[config.mk]
export PLATFORM = sky130hd
export DESIGN_NAME = rcf_top
export DESIGN_NICKNAME = d
export VERILOG_FILES = /design/src/design/rcf_pkg.sv /design/src/design/rcf_top.sv /design/src/design/rcf_flag_bit.sv
export SDC_FILE = /design/constraint.sdc
export NUM_CORES = 1
export LEC_CHECK = 0
export BUFFER_PORTS_ARGS = -buffer_cell sky130_fd_sc_hd__buf_2
export CAP_MARGIN = 20
export CELL_PAD_IN_SITES_DETAIL_PLACEMENT = 0
export CELL_PAD_IN_SITES_GLOBAL_PLACEMENT = 2
export CORE_AREA = 3 3 115 117
export DETAILED_ROUTE_END_ITERATION = 6
export DIE_AREA = 0 0 118 120
export PLACE_DENSITY = 0.88
export SETUP_SLACK_MARGIN = 0.05
export SYNTH_ARGS = -nofsm -noshare
export SYNTH_HDL_FRONTEND = slang
export SYNTH_SLANG_ARGS = --single-unit
[constraint.sdc]
create_clock -name clk_i -period 5.3 [get_ports clk_i]
set_clock_uncertainty 0.2 [all_clocks]
set_input_delay 0.265 -clock clk_i [delete_from_list [all_inputs] [get_ports clk_i]]
set_output_delay 0.265 -clock clk_i [all_outputs]
set_load 0.05 [all_outputs]
[src/design/rcf_pkg.sv]
// Purpose: Shared constants and types for the reset cause flag block
// Assumes: One 32-bit status register plus interrupt status and mask registers
// Notes: Function list below
//
// Function
// - The configuration-mismatch flag at bit 9 is set by a configuration mismatch reset or by a software write of one.
// - Bit 8 set keeps the regulator on during sleep; clear selects stand-by tracking mode. The code drives regulator_standby_enable_o high when bit 8 is set.
// - The external pin reset flag at bit 7 is set whenever the master clear pin causes a reset.
// - The software reset flag at bit 6 is set whenever a software reset has executed.
// - The watchdog timeout flag at bit 4 is set whenever the watchdog timer times out.
// - The sleep wake flag at bit 3 is set on waking from sleep mode.
// - The idle wake flag at bit 2 is set on waking from idle mode.
// - The brown-out flag at bit 1 is set on brown-out and reads one after power-on reset.
// - The power-on flag at bit 0 is set on power-on reset and reads one after it.
// - Cause flags are set by hardware, writable by software, and held until software writes them.
package rcf_pkg;
  // ==========================================================
  // Register offsets (byte addresses)
  localparam logic [7:0] RCF_OFS_CAUSE = 8'h00;
  localparam logic [7:0] RCF_OFS_IRQ_STAT = 8'h04;
  localparam logic [7:0] RCF_OFS_IRQ_MASK = 8'h08;
  // ==========================================================
  // Bit positions
  localparam int RCF_BIT_CMR = 9;
  localparam int RCF_BIT_VREG = 8;
  localparam int RCF_BIT_EXT = 7;
  localparam int RCF_BIT_SW = 6;
  localparam int RCF_BIT_WDT = 4;
  localparam int RCF_BIT_SLEEP = 3;
  localparam int RCF_BIT_IDLE = 2;
  localparam int RCF_BIT_BOR = 1;
  localparam int RCF_BIT_POR = 0;
  // ==========================================================
  // Masks and reset values
  localparam logic [31:0] RCF_FLAG_MASK = 32'h0000_02df;
  localparam logic [31:0] RCF_IMPL_MASK = 32'h0000_03df;
  localparam logic [31:0] RCF_CAUSE_RST = 32'h0000_0003;
  localparam logic [31:0] RCF_ZERO = 32'h0000_0000;
  // ==========================================================
  // Hardware event bundle
  typedef struct packed {
    logic cfg_mismatch;
    logic ext_pin;
    logic software;
    logic watchdog;
    logic wake_sleep;
    logic wake_idle;
    logic brownout;
    logic power_on;
  } rcf_event_type;
  // Register bus request
  typedef struct packed {
    logic [7:0] addr;
    logic [31:0] wdata;
    logic wr;
    logic rd;
  } rcf_bus_type;
endpackage : rcf_pkg

[src/design/rcf_top.sv]
// Purpose: Reset cause flag register with sticky event interrupt
// Assumes: Event inputs are one-cycle pulses from logic on clk_i
// Notes: Power-on reset is resetn_i; flags hold value until written
`timescale 1ns/10ps
`default_nettype none
module rcf_top
  import rcf_pkg::*;
(
  // Clock and reset
  input wire logic clk_i,
  input wire logic resetn_i,
  // Register port
  input wire logic [7:0] addr_i,
  input wire logic [31:0] wdata_i,
  input wire logic wr_i,
  input wire logic rd_i,
  output logic [31:0] rdata_o,
  // Reset cause events
  input wire logic cfg_mismatch_i,
  input wire logic ext_pin_i,
  input wire logic software_i,
  input wire logic watchdog_i,
  input wire logic wake_sleep_i,
  input wire logic wake_idle_i,
  input wire logic brownout_i,
  // Outputs
  output logic regulator_standby_enable_o,
  output logic irq_o
);
  // ==========================================================
  // Bundles
  rcf_event_type ev;
  rcf_bus_type bus;
  assign ev = '{cfg_mismatch: cfg_mismatch_i, ext_pin: ext_pin_i, software: software_i,
                watchdog: watchdog_i, wake_sleep: wake_sleep_i, wake_idle: wake_idle_i,
                brownout: brownout_i, power_on: 1'b0};
  assign bus = '{addr: addr_i, wdata: wdata_i, wr: wr_i, rd: rd_i};

  // ==========================================================
  // Decode
  wire sel_cause = (bus.addr == RCF_OFS_CAUSE);
  wire sel_stat = (bus.addr == RCF_OFS_IRQ_STAT);
  wire sel_mask = (bus.addr == RCF_OFS_IRQ_MASK);
  wire wr_cause = bus.wr && sel_cause;
  wire wr_stat = bus.wr && sel_stat;
  wire wr_mask = bus.wr && sel_mask;

  // ==========================================================
  // Cause register
  logic [31:0] set_vec;
  logic [31:0] cause;
  logic [31:0] cause_prev_q;
  logic vreg_q;
  assign set_vec = RCF_ZERO
    | ({31'h0, ev.cfg_mismatch} << RCF_BIT_CMR)
    | ({31'h0, ev.ext_pin} << RCF_BIT_EXT)
    | ({31'h0, ev.software} << RCF_BIT_SW)
    | ({31'h0, ev.watchdog} << RCF_BIT_WDT)
    | ({31'h0, ev.wake_sleep} << RCF_BIT_SLEEP)
    | ({31'h0, ev.wake_idle} << RCF_BIT_IDLE)
    | ({31'h0, ev.brownout} << RCF_BIT_BOR)
    | ({31'h0, ev.power_on} << RCF_BIT_POR);

  genvar gi;
  generate
    for (gi = 0; gi < 32; gi++) begin : g_flag
      if (RCF_FLAG_MASK[gi]) begin : g_impl
        rcf_flag_bit #(
          .RESET_VAL(RCF_CAUSE_RST[gi])
        ) u_flag (
          .clk_i(clk_i),
          .resetn_i(resetn_i),
          .set_i(set_vec[gi]),
          .wr_i(wr_cause),
          .wval_i(bus.wdata[gi]),
          .flag_o(cause[gi])
        );
      end else if (gi == RCF_BIT_VREG) begin : g_vreg
        assign cause[gi] = vreg_q;
      end else begin : g_none
        assign cause[gi] = 1'b0;
      end
    end
  endgenerate

  always_ff @(posedge clk_i) begin
    if (!resetn_i) begin
      vreg_q <= 1'b0;
    end else if (wr_cause) begin
      vreg_q <= bus.wdata[RCF_BIT_VREG];
    end
  end

  // ==========================================================
  // Interrupt status and mask
  logic [31:0] new_set;
  logic [31:0] istat_q;
  logic [31:0] istat_d;
  logic [31:0] imask_q;
  logic irq_q;
  always_ff @(posedge clk_i) begin
    if (!resetn_i) begin
      cause_prev_q <= RCF_CAUSE_RST;
    end else begin
      cause_prev_q <= cause;
    end
  end
  assign new_set = cause & ~cause_prev_q & RCF_FLAG_MASK;
  assign istat_d = (istat_q & ~(wr_stat ? bus.wdata : RCF_ZERO)) | new_set;
  always_ff @(posedge clk_i) begin
    if (!resetn_i) begin
      istat_q <= RCF_ZERO;
      imask_q <= RCF_ZERO;
      irq_q <= 1'b0;
    end else begin
      istat_q <= istat_d;
      imask_q <= wr_mask ? (bus.wdata & RCF_FLAG_MASK) : imask_q;
      irq_q <= |(istat_d & (wr_mask ? (bus.wdata & RCF_FLAG_MASK) : imask_q));
    end
  end

  // ==========================================================
  // Read data, one cycle after the strobe
  wire [31:0] rd_mux = sel_cause ? (cause & RCF_IMPL_MASK) :
                       sel_stat ? istat_q :
                       sel_mask ? imask_q : RCF_ZERO;
  logic [31:0] rdata_q;
  always_ff @(posedge clk_i) begin
    if (!resetn_i) begin
      rdata_q <= RCF_ZERO;
    end else begin
      rdata_q <= bus.rd ? rd_mux : RCF_ZERO;
    end
  end
  assign rdata_o = rdata_q;
  assign regulator_standby_enable_o = vreg_q;
  assign irq_o = irq_q;
endmodule : rcf_top
`default_nettype wire

[src/design/rcf_flag_bit.sv]
// Purpose: One sticky flag, set by hardware, written by software
// Assumes: Set and write come from the same clock domain
// Notes: Hardware set wins over a software write of zero
`timescale 1ns/10ps
`default_nettype none
module rcf_flag_bit #(
  parameter logic RESET_VAL = 1'b0
) (
  // Clock and reset
  input wire logic clk_i,
  input wire logic resetn_i,
  // Controls
  input wire logic set_i,
  input wire logic wr_i,
  input wire logic wval_i,
  // State
  output logic flag_o
);
  logic flag_q;
  logic flag_d;
  assign flag_d = set_i ? 1'b1 : (wr_i ? wval_i : flag_q);
  always_ff @(posedge clk_i) begin
    if (!resetn_i) begin
      flag_q <= RESET_VAL;
    end else begin
      flag_q <= flag_d;
    end
  end
  assign flag_o = flag_q;
endmodule : rcf_flag_bit
`default_nettype wire

==> summary.md <==
| Metric | Value |
|---|---|
| Post-DP HPWL | `between 7000 and 8000 um` |
| Cts bufs inserted | `17` |
| Fin. max-slew vios | `0` |
| Period utilization | `0.524` |
| Post-CTS Resized | `0` |
| Worst vdd ir | `roughly 0.0002 V` |
| Largest net degree at the start of global routing | `65` |
| # fillers | `1243` |
| Synth-to-Final Area Change | `36.0%` |
| Initial DRC Count | `234` |
| Sw frac | `0.212` |
| CP Launch Type | `input pin` |
| Post-synth EDFFs | `0` |
| P_int | `1.64 mW` |
| Mapped Cells | `478` |
| Hold Path Cell Cnt | `3` |
| Residual DRC | `0` |
| DRT antenna net count | `0` |
| FF-to-FF path depth | `7` |
| Outcome | `finished clean` |
| Max_cap viols | `0` |
| Fmax | `0.360 GHz` |
| Die Height | `120 um` |
| Layout cells sized above 1 | `0.204` |
| Pwr dens | `~360 nW/um^2` |
| Endpoints failing setup | `0` |
| Slew margin rel. | `0.340` |
| Pre-antenna DRT Iters | `6` |
| Initial Utilization | `0.343` |
| Die Wd | `118 um` |
| Seq cells post-synth | `114` |
| CTS root buf | `clkbuf_16` |
| Setup Fix Bufs, Post-CTS | `0` |
| Total Power | `2.09 mW` |
| Most used flip-flop cell after synthesis | `dfxtp_1` |
| Flop pwr share | `0.420` |
| CP Class | `input pin to flip-flop` |
| Fin util | `0.467` |
| Comb power frac | `0.050` |
| Register area share after synthesis | `0.534` |
| Largest fanout on the critical path | `9` |
| Synth Warn # | `0` |
| Hold violation count in the final report | `0` |
| Sw Pwr | `approximately 440 uW` |
| Synth cell types | `39` |
| Drt total wl | `12000 um` |
| Via density | `4.96` |
| Avg Cell Area, Syn | `8.94 um^2` |
| Finished Layout Cells | `780` |
| Setup TNS | `0 ps` |
| Netlist Area Pre-Place | `4280 um^2` |
| Post-layout min period | `2780 ps` |
| CTS clock-pin slew for the worst setup and hold paths | `50 ps` |
| WL per Instance | `15.4 um` |
| Clk sinks | `114` |
| Clk pwr share | `0.531` |
| Worst-Margin Slew | `between 900 and 1000 ps` |
| Vias | `between 3000 and 4000` |
| H-Tree Depth | `4` |
| Syn_nets | `529` |
| Worst path required time | `5410 ps` |
| Die Area | `around 14000 um^2` |
| I/O pins | `85` |
| Vias in the first global route | `3754` |
| CTS tree | `done` |
| Placed cells | `roughly 710` |
| Clock buffer depth | `2` |
| First-pass GRT wire length | `approximately 19000 um` |
| Tightest Hold Check Type | `input pin to flip-flop` |
| Grt ovf | `0` |
| Leak | `2.55 nW` |
| Total Routing Usage GR | `0.175` |
| Async SR Flop Fraction | `0` |
| Port Buffers | `84` |
| Routability Congestion | `0.804` |
| Clk_lat worst skew | `420 ps` |
| Worst setup EP type | `flip-flop` |
| Nets | `646` |
| N_diodes | `0` |
| WP data arrival | `2890 ps` |
| Rows | `41` |
| Initial antenna violation count | `0` |
| RSZ-0062 raised after global routing | `false` |
| Core Area | `12500 um^2` |
## through the flow
| step | setup slack, ps | hold slack [ps] | instance area (um^2) |
|---|---|---|---|
| 6_report | 2520 | 38.6 | 5820 |
| 2_1_floorplan | 2970 | 152 | 4280 |
| 4_1_cts | 2520 | 24.4 | 5820 |
| 3_3_place_gp | 2200 | 234 | 4830 |
| 3_5_place_dp | 2190 | 239 | 4830 |
| 5_1_grt | 2310 | 62.1 | 5820 |
## layout make-up
class	count	area [um^2]	share of cell area
multi-input combinational	323	1840	0.316
inverter	9	33.8	0.00581
timing repair buffer	130	866	0.149
clock inverter	9	105	0.0181
clock buffer	23	478	0.0822
sequential	114	2280	0.392
tap	172	215	0.0370
## cell usage after synthesis, drive strengths merged (2+ instances only)
library cell    n  share of area
and4            2         0.0041
a31oi           6         0.0088
a21boi          4         0.0070
nor3            2         0.0023
nand4           5         0.0073
a211oi          5         0.0088
nor2b          10          0.015
nand2          56          0.049
mux2i          17          0.040
buf             8         0.0097
a41oi           4         0.0082
nand3           7         0.0082
a22oi          23          0.040
a2111oi         2         0.0056
a311oi          3         0.0061
clkbuf         24          0.021
and3           37          0.054
nor2           57          0.050
dfxtp         114           0.53
or3             3         0.0044
and2            8          0.012
inv             9         0.0079
a21oi          44          0.052
nand2b          5         0.0073
o21ai          10          0.012
nor4            3         0.0044
## cells by family after synthesis
group,Yosys count,synth area share
AO/OA/AOI/OAI,109,0.165
buffers and inverters,41,0.0386
flip-flops,114,0.534
multiplexers,18,0.0424
AND/OR/NAND/NOR,196,0.220
## registers in the layout, summed over array words and instances, names as in the netlist
name / cells
g_flag.g_impl.u_flag.flag_o: 8
regulator_standby_enable_o: 1
imask_q: 32
rdata_o: 32
irq_o: 1
cause_prev_q: 8
istat_q: 32
## path summary, 6_finish.rpt
kind | startpoint | endpoint | slack, ps
min | wdata_i[20] | istat_q[20] | 40
max reg2reg | g_flag[6].g_impl.u_flag.flag_o | irq_o | 3190
max | addr_i[1] | g_flag[3].g_impl.u_flag.flag_o | 2520
min reg2reg | istat_q[14] | istat_q[14] | 250
## worst max-delay path, cell delays in order
cell and delay [ps]:
buf_2 100, or4_4 550, nor3_1 330, nand3_1 600, mux2i_1 340, a21oi_1 100
dlygate4sd3_1 590
## layer usage
layer  global-route usage  share of wire
met1                0.209           0.45
met2                0.291           0.49
met3               0.0627          0.044
met4               0.0674          0.021
met5                    0              0
## cell usage in the layout, fill, tap and decap left out, types with 4 or more instances in the layout
cell,Yosys,routed
a211oi_1,5,5
a21boi_0,4,4
a21oi_1,44,44
a22oi_1,23,23
a31oi_1,6,6
a41oi_1,4,4
and2_1,8,8
and3_1,37,37
buf_2,6,84
buf_4,1,6
clkbuf_16,0,17
clkinv_2,0,4
dfxtp_1,114,114
dlygate4sd3_1,0,40
inv_1,9,9
mux2i_1,17,17
nand2_1,56,56
nand2b_1,5,5
nand3_1,7,7
nand4_1,5,5
nor2_1,57,57
nor2b_1,10,10
o21ai_0,10,10
## power by group through the flow
stage               Clock [mW]  Sequential [mW]  Combinational (mW)
floorplan                    0            0.890              0.0415
global placement             0            0.892              0.0798
detailed placement           0            0.892              0.0804
CTS                       1.13            0.875               0.104
global route              1.16            0.876               0.115
finish                    1.11            0.875               0.104
## what timing repair did
action                     in CTS  in global routing
setup endpoints to repair       0                  0
hold endpoints to repair       40                  0
hold buffers                   40                  0
Note: power is estimated with default switching activity, not from simulation.
